==> config.mk <==
export PLATFORM = sky130hd
export DESIGN_NAME = pbcr_top
export DESIGN_NICKNAME = d
export VERILOG_FILES = /design/src/logic/pbcr_pkg.sv /design/src/logic/pbcr_sync.sv /design/src/logic/pbcr_mdio_slave.sv /design/src/logic/pbcr_top.sv
export SDC_FILE = /design/constraint.sdc
export NUM_CORES = 1
export LEC_CHECK = 0
export ABC_CLOCK_PERIOD_IN_PS = 2510
export BUFFER_PORTS_ARGS = -buffer_cell sky130_fd_sc_hd__buf_2
export CORE_MARGIN = 10
export CORE_UTILIZATION = 25
export CTS_BUF_LIST = sky130_fd_sc_hd__clkbuf_16
export DETAILED_ROUTE_END_ITERATION = 10
export GPL_TIMING_DRIVEN = 0
export PLACE_DENSITY = 0.4
export SYNTH_ARGS = -nofsm -noshare
export SYNTH_HDL_FRONTEND = slang
export SYNTH_HIERARCHICAL = 1
export SYNTH_SLANG_ARGS = --single-unit
==> constraint.sdc <==
create_clock -name core_clk_i -period 2.51 [get_ports core_clk_i]
set_input_delay 0.1255 -clock core_clk_i [delete_from_list [all_inputs] [get_ports core_clk_i]]
set_output_delay 0.1255 -clock core_clk_i [all_outputs]
set_load 0.05 [all_outputs]
==> src/logic/pbcr_pkg.sv <==
// package with constants for the phy basic control register block
package pbcr_pkg;
  localparam int unsigned PBCR_DATA_W = 16;
  localparam int unsigned PBCR_IDX_W = 5;
  localparam int unsigned PBCR_PHYAD_W = 5;
  localparam logic [4:0] PBCR_IDX_BASE_CTRL = 5'h00;
  localparam int unsigned PBCR_BIT_SRST = 15;
  localparam int unsigned PBCR_BIT_LOOP = 14;
  localparam int unsigned PBCR_BIT_SPEED = 13;
  localparam int unsigned PBCR_BIT_AN = 12;
  localparam int unsigned PBCR_BIT_PDN = 11;
  localparam int unsigned PBCR_BIT_RSTAN = 9;
  localparam int unsigned PBCR_BIT_DUPLEX = 8;
  localparam int unsigned PBCR_BIT_COLTST = 7;
  localparam logic [15:0] PBCR_WR_MASK = 16'hFB80;
  localparam logic [15:0] PBCR_RESET_FIXED = 16'h0000;
  localparam logic [1:0] PBCR_ST_START = 2'b01;
  localparam logic [1:0] PBCR_OP_WRITE = 2'b01;
  localparam logic [1:0] PBCR_OP_READ = 2'b10;
  localparam logic [1:0] PBCR_TA_WRITE = 2'b10;
  localparam int unsigned PBCR_MDIO_OUT_DLY = 2;
endpackage : pbcr_pkg

==> src/logic/pbcr_sync.sv <==
// two flip-flop synchroniser for pin inputs
`timescale 1ns/1ps
module pbcr_sync #(
  parameter int unsigned WIDTH = 1
) (
  input wire logic core_clk_i,
  input wire logic rst_n_i,
  input wire logic [WIDTH-1:0] async_i,
  output logic [WIDTH-1:0] sync_o
);
  logic [WIDTH-1:0] meta_q;
  always_ff @(posedge core_clk_i) begin
    if (!rst_n_i) begin
      meta_q <= '0;
      sync_o <= '0;
    end else begin
      meta_q <= async_i;
      sync_o <= meta_q;
    end
  end
endmodule : pbcr_sync

==> src/logic/pbcr_mdio_slave.sv <==
// serial management frame slave on mdc/mdio
`timescale 1ns/1ps
module pbcr_mdio_slave
  import pbcr_pkg::*;
(
  input wire logic core_clk_i,
  input wire logic rst_n_i,
  input wire logic [PBCR_PHYAD_W-1:0] phy_addr_i,
  input wire logic mdc_s_i,
  input wire logic mdio_s_i,
  output logic mdio_o,
  output logic mdio_oe_o,
  output logic wr_o,
  output logic rd_o,
  output logic [PBCR_IDX_W-1:0] idx_o,
  output logic [PBCR_DATA_W-1:0] wdata_o,
  input wire logic [PBCR_DATA_W-1:0] rdata_i
);
  typedef enum logic [2:0] {PBCR_IDLE, PBCR_HDR, PBCR_TA, PBCR_DATA} pbcr_state_e;
  pbcr_state_e state_q;
  logic mdc_q;
  logic rise;
  logic [5:0] ones_q;
  logic [3:0] cnt_q;
  logic [13:0] hdr_q;
  logic [15:0] sh_q;
  logic is_rd_q;
  logic mine_q;
  logic [PBCR_MDIO_OUT_DLY:0] dly_q;
  logic [15:0] out_q;
  logic oe_q;
  logic [13:0] hdr_n;

  assign rise = mdc_s_i & ~mdc_q;
  assign hdr_n = {hdr_q[12:0], mdio_s_i};

  always_ff @(posedge core_clk_i) begin
    if (!rst_n_i) mdc_q <= 1'b0;
    else mdc_q <= mdc_s_i;
  end

  // frame parser, sampled on mdc rising edges
  always_ff @(posedge core_clk_i) begin
    if (!rst_n_i) begin
      state_q <= PBCR_IDLE;
      ones_q <= '0;
      cnt_q <= '0;
      hdr_q <= '0;
      sh_q <= '0;
      is_rd_q <= 1'b0;
      mine_q <= 1'b0;
      wr_o <= 1'b0;
      rd_o <= 1'b0;
      idx_o <= '0;
      wdata_o <= '0;
    end else begin
      wr_o <= 1'b0;
      rd_o <= 1'b0;
      if (rise) begin
        case (state_q)
          PBCR_IDLE: begin
            if (mdio_s_i) begin
              if (ones_q != 6'h3f) ones_q <= ones_q + 6'h01;
            end else begin
              if (ones_q == 6'h3f) begin
                state_q <= PBCR_HDR;
                hdr_q <= 14'h0000;
                cnt_q <= 4'h0;
              end
              ones_q <= '0;
            end
          end
          PBCR_HDR: begin
            hdr_q <= hdr_n;
            cnt_q <= cnt_q + 4'h1;
            if (cnt_q == 4'hc) begin
              // hdr_n holds st(low bit), op, phyad, regad
              is_rd_q <= (hdr_n[11:10] == PBCR_OP_READ);
              mine_q <= (hdr_n[9:5] == phy_addr_i) && (hdr_n[12] == PBCR_ST_START[0])
                && ((hdr_n[11:10] == PBCR_OP_READ) || (hdr_n[11:10] == PBCR_OP_WRITE));
              idx_o <= hdr_n[4:0];
              rd_o <= (hdr_n[9:5] == phy_addr_i) && (hdr_n[11:10] == PBCR_OP_READ);
              state_q <= PBCR_TA;
              cnt_q <= 4'h0;
            end
          end
          PBCR_TA: begin
            cnt_q <= cnt_q + 4'h1;
            if (cnt_q == 4'h1) begin
              state_q <= PBCR_DATA;
              cnt_q <= 4'h0;
            end
          end
          PBCR_DATA: begin
            sh_q <= {sh_q[14:0], mdio_s_i};
            cnt_q <= cnt_q + 4'h1;
            if (cnt_q == 4'hf) begin
              state_q <= PBCR_IDLE;
              wr_o <= mine_q & ~is_rd_q;
              wdata_o <= {sh_q[14:0], mdio_s_i};
            end
          end
          default: state_q <= PBCR_IDLE;
        endcase
      end
    end
  end

  // read data driver, changes a few core clocks after mdc rises
  always_ff @(posedge core_clk_i) begin
    if (!rst_n_i) begin
      dly_q <= '0;
      out_q <= '0;
      oe_q <= 1'b0;
      mdio_o <= 1'b0;
      mdio_oe_o <= 1'b0;
    end else begin
      dly_q <= {dly_q[PBCR_MDIO_OUT_DLY-1:0], rise};
      if (rd_o) out_q <= rdata_i;
      if (dly_q[PBCR_MDIO_OUT_DLY]) begin
        if (state_q == PBCR_TA && cnt_q == 4'h1 && mine_q && is_rd_q) begin
          oe_q <= 1'b1;
          mdio_oe_o <= 1'b1;
          mdio_o <= 1'b0;
        end else if (state_q == PBCR_DATA && oe_q) begin
          mdio_o <= out_q[15];
          out_q <= {out_q[14:0], 1'b0};
        end else begin
          oe_q <= 1'b0;
          mdio_oe_o <= 1'b0;
          mdio_o <= 1'b0;
        end
      end
    end
  end
endmodule : pbcr_mdio_slave

==> src/logic/pbcr_top.sv <==
// phy basic control register with serial and host management access
// Behaviour
// - register sits at management index 0, sixteen bits wide
// - writing bit 15 resets phy registers except immune ones; self clears
// - bit 14 loops transmit data into receive path instead of network
// - with autoneg off, bit 13 picks 10 or 100 Mbps
// - bit 12 enables autoneg; negotiated result overrides forced speed, duplex
// - autoneg enable held zero while fiber mode setting is high
// - bit 11 puts the phy into general power down
// - writing one to bit 9 restarts autoneg; self clears; zero ignored; the one is ignored too while fiber mode setting is high
// - with autoneg off, bit 8 picks half or full duplex
// - bit 7 asserts collision during transmission
// - speed default is autoneg strap or speed strap; fiber gives one
// - autoneg enable default equals autoneg strap; fiber gives zero
// - copper duplex default is not autoneg strap and duplex strap
// - fiber duplex default equals duplex strap alone
// - reachable by host indirect access or serial pins at phy address
`timescale 1ns/1ps
module pbcr_top
  import pbcr_pkg::*;
(
  input wire logic core_clk_i,
  input wire logic rst_n_i,
  input wire logic [PBCR_PHYAD_W-1:0] phy_addr_i,
  input wire logic autoneg_strap_i,
  input wire logic speed_strap_i,
  input wire logic duplex_strap_i,
  input wire logic fiber_mode_setting_i,
  input wire logic mdc_i,
  input wire logic mdio_i,
  output logic mdio_o,
  output logic mdio_oe_o,
  input wire logic host_wr_i,
  input wire logic host_rd_i,
  input wire logic [PBCR_IDX_W-1:0] host_idx_i,
  input wire logic [PBCR_DATA_W-1:0] host_wdata_i,
  output logic [PBCR_DATA_W-1:0] host_rdata_o,
  output logic host_rvalid_o,
  output logic [PBCR_IDX_W-1:0] reg_idx_o,
  output logic [PBCR_DATA_W-1:0] reg_wdata_o,
  output logic reg_wr_o,
  output logic reg_rd_o,
  input wire logic [PBCR_DATA_W-1:0] reg_rdata_i,
  output logic soft_reset_o,
  output logic autoneg_restart_o,
  output logic near_loopback_o,
  output logic power_down_o,
  output logic autoneg_enable_o,
  output logic forced_speed_o,
  output logic forced_duplex_o,
  input wire logic an_done_i,
  input wire logic an_speed_i,
  input wire logic an_duplex_i,
  output logic link_speed_100_o,
  output logic link_full_duplex_o,
  input wire logic tx_active_i,
  output logic collision_o
);
  logic [1:0] pin_s;
  logic mdc_s;
  logic mdio_s;
  logic ser_wr;
  logic ser_rd;
  logic [PBCR_IDX_W-1:0] ser_idx;
  logic [PBCR_DATA_W-1:0] ser_wdata;
  logic [PBCR_DATA_W-1:0] rd_mux;
  logic [PBCR_DATA_W-1:0] ctrl_view;
  logic [PBCR_IDX_W-1:0] acc_idx;
  logic [PBCR_DATA_W-1:0] acc_wdata;
  logic acc_wr;
  logic acc_rd;
  logic hit;
  logic loop_q;
  logic speed_q;
  logic an_q;
  logic pdn_q;
  logic duplex_q;
  logic coltst_q;
  logic srst_q;
  logic rstan_q;
  logic fiber_s;
  logic [3:0] straps_s;
  logic def_speed;
  logic def_an;
  logic def_duplex;
  logic [1:0] init_q;

  pbcr_sync #(
    .WIDTH(2)
  ) u_pin_sync (
    .core_clk_i(core_clk_i),
    .rst_n_i(rst_n_i),
    .async_i({mdc_i, mdio_i}),
    .sync_o(pin_s)
  );
  assign mdc_s = pin_s[1];
  assign mdio_s = pin_s[0];

  pbcr_sync #(
    .WIDTH(4)
  ) u_strap_sync (
    .core_clk_i(core_clk_i),
    .rst_n_i(rst_n_i),
    .async_i({autoneg_strap_i, speed_strap_i, duplex_strap_i, fiber_mode_setting_i}),
    .sync_o(straps_s)
  );
  assign fiber_s = straps_s[0];

  pbcr_mdio_slave u_mdio (
    .core_clk_i(core_clk_i),
    .rst_n_i(rst_n_i),
    .phy_addr_i(phy_addr_i),
    .mdc_s_i(mdc_s),
    .mdio_s_i(mdio_s),
    .mdio_o(mdio_o),
    .mdio_oe_o(mdio_oe_o),
    .wr_o(ser_wr),
    .rd_o(ser_rd),
    .idx_o(ser_idx),
    .wdata_o(ser_wdata),
    .rdata_i(rd_mux)
  );

  // straps decide the defaults
  assign def_speed = fiber_s ? 1'b1 : (straps_s[3] | straps_s[2]);
  assign def_an = fiber_s ? 1'b0 : straps_s[3];
  assign def_duplex = fiber_s ? straps_s[1]
    : (~straps_s[3] & straps_s[1]);

  // serial frames and host accesses share one port; host has priority
  assign acc_wr = host_wr_i | ser_wr;
  assign acc_rd = host_rd_i | ser_rd;
  assign acc_idx = (host_wr_i | host_rd_i) ? host_idx_i : ser_idx;
  assign acc_wdata = host_wr_i ? host_wdata_i : ser_wdata;
  assign hit = (acc_idx == PBCR_IDX_BASE_CTRL);

  // reserved bits read as zero, so writes to them are dropped
  assign ctrl_view = {srst_q, loop_q, speed_q, an_q, pdn_q, 1'b0, rstan_q,
    duplex_q, coltst_q, 7'h00} & PBCR_WR_MASK;
  assign rd_mux = hit ? ctrl_view : reg_rdata_i;

  // other registers live outside; soft reset is pulsed to them
  assign reg_idx_o = acc_idx;
  assign reg_wdata_o = acc_wdata;
  assign reg_wr_o = acc_wr & ~hit;
  assign reg_rd_o = acc_rd & ~hit;

  always_ff @(posedge core_clk_i) begin
    if (!rst_n_i) begin
      host_rdata_o <= '0;
      host_rvalid_o <= 1'b0;
    end else begin
      host_rvalid_o <= host_rd_i;
      if (host_rd_i) host_rdata_o <= rd_mux;
    end
  end

  // control bits; defaults loaded after reset and on soft reset
  always_ff @(posedge core_clk_i) begin
    if (!rst_n_i) begin
      init_q <= 2'b11;
      loop_q <= 1'b0;
      speed_q <= 1'b0;
      an_q <= 1'b0;
      pdn_q <= 1'b0;
      duplex_q <= 1'b0;
      coltst_q <= 1'b0;
    end else if ((init_q != 2'b00) || srst_q) begin
      // three loads, so the strap synchroniser has filled by the last one
      if (init_q != 2'b00) init_q <= init_q - 2'b01;
      loop_q <= 1'b0;
      speed_q <= def_speed;
      an_q <= def_an;
      pdn_q <= 1'b0;
      duplex_q <= def_duplex;
      coltst_q <= 1'b0;
    end else begin
      if (acc_wr && hit) begin
        loop_q <= acc_wdata[PBCR_BIT_LOOP];
        speed_q <= acc_wdata[PBCR_BIT_SPEED];
        an_q <= acc_wdata[PBCR_BIT_AN] & ~fiber_s;
        pdn_q <= acc_wdata[PBCR_BIT_PDN];
        duplex_q <= acc_wdata[PBCR_BIT_DUPLEX];
        coltst_q <= acc_wdata[PBCR_BIT_COLTST];
      end else if (fiber_s) begin
        an_q <= 1'b0;
      end
    end
  end

  // self clearing bits: one cycle high after a write of one; the restart bit only while fiber mode setting is low
  always_ff @(posedge core_clk_i) begin
    if (!rst_n_i) begin
      srst_q <= 1'b0;
      rstan_q <= 1'b0;
    end else begin
      srst_q <= acc_wr & hit & acc_wdata[PBCR_BIT_SRST];
      rstan_q <= acc_wr & hit & acc_wdata[PBCR_BIT_RSTAN] & ~fiber_s;
    end
  end

  assign soft_reset_o = srst_q;
  assign autoneg_restart_o = rstan_q;
  assign near_loopback_o = loop_q;
  assign power_down_o = pdn_q;
  assign autoneg_enable_o = an_q;
  assign forced_speed_o = speed_q;
  assign forced_duplex_o = duplex_q;

  // resolved link mode
  always_ff @(posedge core_clk_i) begin
    if (!rst_n_i) begin
      link_speed_100_o <= 1'b0;
      link_full_duplex_o <= 1'b0;
      collision_o <= 1'b0;
    end else begin
      link_speed_100_o <= an_q ? (an_done_i & an_speed_i) : speed_q;
      link_full_duplex_o <= an_q ? (an_done_i & an_duplex_i) : duplex_q;
      collision_o <= coltst_q & tx_active_i;
    end
  end
endmodule : pbcr_top

==> run_results.csv, run 1 <==
group,metric,value,unit
worst_setup_path,reg2reg_slack,0.41,ns
synth,postSynthCellCount,627,
detailed_routing,drc,0,
grt,grt-busiest-layer,"met2",
sta,finalClockSkew,0.00757,ns
synth,syn-num-nets,694,
sta,fin_ws,0.333,ns
grt,use_met3,0.0324,
floorplanning,pin_count,108,
sta,fmax,0.459,GHz
synth,synth_top_family_by_area,"simple AND/OR/NAND/NOR gates",
synth,synth_top_area_share,0.442,
power,powerDensity,686,mW/mm2
place,place_congestion,0.752,
grt,grt_max_degree,22,
clock_network,cts_setup_buffers,0,
finish,fill_cells,2402,
grt,grt_pass1_vias,4854,
sta,post-route-period-util,0.867,
grt,overflow,0,
finish,diodes,0,
synth,synth_flop_cell,"dfxtp_1",
place,io_buffer_count,106,
detailed_routing,vias,4782,
synth,muxShareOfSynthArea,0.101,
flow_run,cap_viol_max_count,0,
synth,yosysTopAreaCell,"dfxtp_1",
clock_network,clk_latency,0.41,ns
detailed_routing,wl_per_cell,15.6,um
synth,synthTopCellsByArea,"dfxtp_1 (44%), nand2_1 (7.6%), a21boi_0 (7.1%)",
finish,finalInstanceArea,0.00739,mm2
place,hpwl,12600,um
synth,synth-compound-area-share,0.176,
synth,synthAdderAreaFrac,0.0237,
finish,fin_cells,1060,
place,pre_cts_ws,0.240,ns
synth,ys_warn_count,6,
synth,synth_seq_cells,128,
worst_setup_path,worstSetupStartpointType,"flop",
sta,setup_violations,0,
worst_setup_path,crit_required,2.38,ns
clock_network,htree_num_levels,4,
grt,grt_util_met1,0.136,
synth,synth_edf_count,0,
status,status,"finished, final reports clean",
floorplanning,die_height,172,um
min_path,hold_path_class,"input pin to flop",
place,dpl_cell_area,0.00669,mm2
floorplanning,design.die.area,0.0297,mm2
clock_network,cts_root_buffer,"clkbuf_16",
detailed_routing,via_per_inst,4.51,
grt,grtUsageMet2,0.187,
finish,syn_to_final_growth,27.4,%
clock_network,cts_tree,"yes",
synth,syn_avg_cell_area,9.26,um2
worst_setup_path,critPathKind,"flop to output port",
worst_setup_path,critical_path.endpoint_type,"output port",
sta,drv_slew,0,
worst_setup_path,critPathMaxFanout,10,
sta,hold_viol_final,0,
finish,fin_nets,830,
grt,antenna_found_initial,0,
detailed_routing,routed_wl,16500,um
place,post-place-cells,1018,
clock_network,clk_pin_slew_worst_paths,0.06,ns
floorplanning,core,0.0227,mm2
grt,track_usage,0.112,
synth,synth_xor_area_frac,0.0106,
sta,worst_slew_pin_slew,0.885,ns
floorplanning,num_rows,55,
floorplanning,die_x,172,um
finish,drive_gt1_frac,0.263,
floorplanning,initial_core_util,0.256,
synth,async_reset_ff_frac,0,
synth,synth.distinct_cells,61,
sta,setup_tns,0,ns
detailed_routing,detail-route-antenna-nets,0,
power,p_leak,3.09,nW
grt,grt_pass1_wl,26100,um
clock_network,ctsHoldBuffers,11,
clock_network,clkSinkCount,128,
synth,yosys.area_share.simple,0.207,
synth,yosysSeqAreaShare,0.442,
detailed_routing,drtIter0Drc,252,
sta,slew_headroom,0.408,
detailed_routing,drt_pass1_iterations,4,
synth,synth_area,0.00580,mm2
finish,final_core_util,0.326,
clock_network,cts_buffers,17,
clock_network,cts_buffer_depth,2,
clock_network,cts_resized,0,
power,ir_worst_vdd,0.384,mV
worst_setup_path,arrival,2.05,ns
sta,period_needed,2.18,ns
sta,rsz0062_at_grt,"false",
metrics by stage:
step / power (mW) / hold slack (ns)
global route: 5.28 / 0.0641
detailed placement: 2.63 / 0.344
finish: 5.07 / 0.0724
CTS: 5.15 / 0.0543
global placement: 2.63 / 0.338
floorplan: 2.47 / 0.247
kinds of logic after synthesis:
kind of cell | count (synthesis)
adder cells (fa/ha/maj) | 11
flip-flops | 128
AND/OR/NAND/NOR | 241
multiplexers | 53
AO/OA/AOI/OAI | 134
buffers and inverters | 53
XOR/XNOR | 7
cells in the mapped netlist, types with 2 or more instances:
master,instances
a21boi_0,55
a21oi_1,8
and2_1,18
and3_1,12
and3b_1,2
buf_2,12
buf_6,2
clkbuf_1,22
dfxtp_1,128
ha_1,11
inv_1,15
mux2_2,27
mux2_4,4
mux2i_1,22
nand2_1,118
nand2b_1,7
nand3_1,23
nand3b_1,2
nand3b_2,2
nand4b_1,3
nor2_1,15
nor2b_1,10
nor3_1,7
nor3b_1,2
o211a_1,15
o211ai_1,3
o21ai_0,30
o21ba_1,4
o21ba_2,4
o22ai_1,2
o32ai_1,2
or3_1,2
or3_2,3
or4_1,3
xor2_1,6
metal layers:
layer,part of all wire,routed length (um),vias up
met2,0.49,8140,68
met1,0.46,7560,2247
met5,0,0,-
li1,-,-,2456
met3,0.041,674,11
met4,0.0075,123,0
flip-flops by register name, indices dropped and copies added (netlist names), 4 cells and up:
signal / cells
u_mdio/sh_q: 15
u_mdio/wdata_o: 16
u_mdio/idx_o: 5
u_strap_sync/meta_q: 4
u_mdio/out_q: 16
u_mdio/ones_q: 6
host_rdata_o: 16
u_mdio/hdr_q: 12
u_mdio/cnt_q: 4
u_strap_sync/sync_o: 4
worst max-delay path, cell delays in order, from the launching register on:
cell      delay, ns
dfxtp_1        0.38
nor3_1         0.08
nand3_1        0.10
clkbuf_1       0.39
nand2_1        0.23
nor2_1         0.17
buf_2          0.29
where the power goes:
part | internal [mW] | switching [mW]
logic | 0.176 | 0.320
registers | 2.07 | 0.0190
clock network | 1.55 | 0.935
total | 3.80 | 1.27
area by class of cell:
class / count / area, um2 / share of cell area
Inverter: 15 / 56.3 / 0.00762
Multi-Input combinational cell: 446 / 3010 / 0.407
Timing Repair Buffer: 117 / 641 / 0.0866
Clock buffer: 17 / 425 / 0.0575
Clock inverter: 14 / 168 / 0.0227
Tap cell: 285 / 357 / 0.0482
Buffer: 38 / 178 / 0.0240
Sequential cell: 128 / 2560 / 0.347
cells in the final DEF, fill, tap and decap left out, types with 17 or more instances in the layout:
cell type  netlist  routed
dfxtp_1        128     128
buf_2           12     118
nand2_1        118     118
a21boi_0        55      55
o21ai_0         30      30
mux2_2          27      27
nand3_1         23      23
clkbuf_1        22      22
mux2i_1         22      22
and2_1          18      18
clkbuf_16        0      17
final timing paths:
check,cells after the start,from,to
setup / recovery,6,u_mdio/idx_o[1],reg_wr_o
hold / removal,3,reg_rdata_i[8],host_rdata_o[8]
setup reg to reg,7,u_mdio/state_q[0],u_mdio/cnt_q[3]
hold reg to reg,1,u_pin_sync/meta_q[0],u_pin_sync/sync_o[0]
(Power assumes the default switching activity.)
==> inputs of run 2 (changes only) <==
Settings changed: ABC_AREA from default to 1.
==> run 2 against run 1 <==
  * First-iteration DRC count is 5.2% higher
  * Largest power group unchanged
  * Utilization is 0.65 points higher
  * Worst setup slack better by 0.21 ns
  * Largest cell class unchanged
  * Critical endpoint unchanged
  * Routed wire length is 4.7% higher
  * Clock power is 6% higher
==> run_results.csv, run 2 <==
group,metric,value,unit
sta,finalClockSkew,0.0118,ns
synth,synth.distinct_cells,39,
place,io_buffer_count,105,
floorplanning,design.die.area,0.0299,mm2
power,power,5.29,mW
place,place_congestion,0.782,
finish,fin_cells,1266,
clock_network,clk_pin_slew_worst_paths,0.06,ns
floorplanning,die_x,173,um
worst_setup_path,critPathKind,"flop to output port",
worst_setup_path,crit_family,"buffers and inverters",
worst_setup_path,rr_worst_depth,10,
synth,synth_area,0.00586,mm2
place,hpwl,13100,um
finish,diodes,0,
floorplanning,pin_count,108,
synth,yosysMostFrequentCell,"nand2_1",
sta,hold_ws,0.0278,ns
sta,fmax,0.509,GHz
detailed_routing,drt_pass1_iterations,4,
synth,yosysSeqAreaShare,0.438,
synth,yosysTopAreaCell,"dfxtp_1",
sta,post-route-period-util,0.782,
worst_setup_path,cp_common_cell,"nand2_2",
finish,largest_registers,"host_rdata_o: 16 flops, u_mdio/out_q: 16 flops, u_mdio/wdata_o: 16 flops",
clock_network,cts_resized,0,
worst_setup_path,crit_path_start,"u_mdio/idx_o[0]",
grt,track_usage,0.115,
power,ir_worst_vdd,0.262,mV
synth,synthTopCellsByArea,"dfxtp_1 (44%), nand2_1 (11%), nor2_1 (7.1%)",
worst_setup_path,crit_required,2.38,ns
synth,ys_warn_count,6,
sta,period_needed,1.96,ns
power,swShare,0.261,
worst_setup_path,critical_path.endpoint_type,"output port",
detailed_routing,wl_per_cell,13.6,um
synth,async_reset_ff_frac,0,
status,status,"finished, final reports clean",
worst_setup_path,crit-reg2reg-capture,"u_mdio/hdr_q[4]",
detailed_routing,drc,0,
power,p_leak,3.52,nW
clock_network,htree_num_levels,4,
flow_run,cap_viol_max_count,0,
grt,grt_pass1_vias,5206,
worst_setup_path,arrival,1.84,ns
clock_network,cts_tree,"yes",
worst_setup_path,crit_cells,10,
grt,antenna_found_initial,0,
worst_setup_path,slowest_delay,0.33,ns
min_path,hold_path_class,"input pin to flop",
synth,synth_seq_cells,128,
floorplanning,die_height,173,um
place,post-place-cells,1216,
synth,synth_flop_cell,"dfxtp_1",
worst_setup_path,critPathMaxFanout,10,
grt,grt_pass1_wl,28000,um
power,power_frac_clock,0.501,
worst_setup_path,cp_slowest_cell,"dfxtp_1",
synth,syn_avg_cell_area,7.34,um2
min_path,min-delay-start,"reg_rdata_i[10]",
sta,setup_violations,0,
worst_setup_path,reg2reg_slack,0.78,ns
synth,synth_commonest_cells,"nand2_1 (177), dfxtp_1 (128), nor2_1 (111)",
floorplanning,core,0.0228,mm2
synth,synth_top_area_share,0.438,
floorplanning,initial_core_util,0.256,
clock_network,cts_buffers,17,
finish,fill_cells,2496,
place,dpl_cell_area,0.00677,mm2
detailed_routing,via_per_inst,4.18,
clock_network,clk_latency,0.42,ns
power,p_comb_frac,0.102,
power,p_int,3.91,mW
power,powerDensity,697,mW/mm2
sta,hold_viol_final,0,
finish,fin_nets,1007,
worst_setup_path,path_buf_inv,4,
clock_network,cts_root_buffer,"clkbuf_16",
finish,drive_gt1_frac,0.222,
detailed_routing,detail-route-antenna-nets,0,
sta,slew_headroom,0.538,
synth,syn-num-nets,865,
detailed_routing,drtIter0Drc,265,
synth,synth_edf_count,0,
grt,overflow,0,
place,pre_cts_ws,0.671,ns
finish,syn_to_final_growth,29.5,%
clock_network,cts_buffer_depth,2,
sta,fin_ws,0.546,ns
clock_network,clkSinkCount,128,
worst_setup_path,endpoint,"reg_wr_o",
power,seqPwrFrac,0.397,
finish,mostFrequentLayoutCell,"nand2_1",
power,p_switching,1.38,mW
finish,finalInstanceArea,0.00759,mm2
detailed_routing,routed_wl,17300,um
sta,setup_tns,0,ns
floorplanning,num_rows,55,
sta,rsz0062_at_grt,"false",
finish,final_cell_mix,"nand2_1 (177), dfxtp_1 (128), buf_2 (114), nor2_1 (111), inv_1 (94)",
worst_setup_path,worstSetupStartpointType,"flop",
sta,worst_slew_pin_slew,0.693,ns
detailed_routing,vias,5298,
grt,grt_max_degree,17,
worst_setup_path,cp_cell_sequence,"inv_1, nand2_1, nand2_2, nand2_2, nor2_4, nand2_4, inv_4, buf_8, a21oi_1, buf_2",
sta,drv_slew,0,
worst_setup_path,regToRegStartpoint,"u_mdio/state_q[0]",
synth,postSynthCellCount,798,
finish,final_core_util,0.332,
run 2: metal layers:
metal | wire (um) | track usage | share of wire
met5 | 0 | 0 | 0
met4 | 131 | 0.0309 | 0.0076
met3 | 735 | 0.0333 | 0.043
met2 | 7710 | 0.179 | 0.45
met1 | 8700 | 0.153 | 0.50
run 2: cell type report:
| class | count | area, um2 | area share |
|---|---|---|---|
| Inverter | 99 | 379 | 0.0500 |
| Clock buffer | 17 | 425 | 0.0561 |
| Sequential cell | 128 | 2560 | 0.338 |
| Clock inverter | 15 | 206 | 0.0272 |
| Multi-Input combinational cell | 536 | 2690 | 0.355 |
| Buffer | 35 | 225 | 0.0297 |
| Tap cell | 313 | 392 | 0.0516 |
| Timing Repair Buffer | 123 | 706 | 0.0930 |
run 2: kinds of logic after synthesis:
group,Yosys count,synth area share
AND/OR/NAND/NOR,379,0.282
buffers and inverters,134,0.103
flip-flops,128,0.438
AO/OA/AOI/OAI,124,0.115
multiplexers,16,0.0303
adder cells (fa/ha/maj),11,0.0235
XOR/XNOR,6,0.00897
run 2: how the worst min path moves through the flow:
stage / endpoint / slack (ns) / depth (start not counted)
floorplan: u_pin_sync/meta_q[0] / 0.22 / 2
global placement: u_pin_sync/meta_q[0] / 0.31 / 3
detailed placement: u_pin_sync/meta_q[1] / 0.31 / 3
CTS: host_rdata_o[10] / 0.005 / 3
global route: host_rdata_o[10] / 0.007 / 3
finish: host_rdata_o[10] / 0.03 / 3
run 2: power by group through the flow:
stage,Combinational [mW],Clock [mW],Sequential (mW)
3_5_place_dp,0.525,0,2.14
6_report,0.539,2.65,2.10
2_1_floorplan,0.273,0,2.23
3_3_place_gp,0.526,0,2.14
5_1_grt,0.591,2.82,2.10
4_1_cts,0.547,2.73,2.10
run 2: worst min-delay path: stages:
cell     delay (ns)
buf_2          0.10
nand2_1        0.09
a21oi_1        0.07
run 2: what timing repair did:
| item | 4_1_cts | 5_1_grt |
|---|---|---|
| setup endpoints to repair | 0 | 0 |
| hold endpoints to repair | 16 | 0 |
| hold buffers | 18 | 0 |
| setup buffers | 0 | 0 |
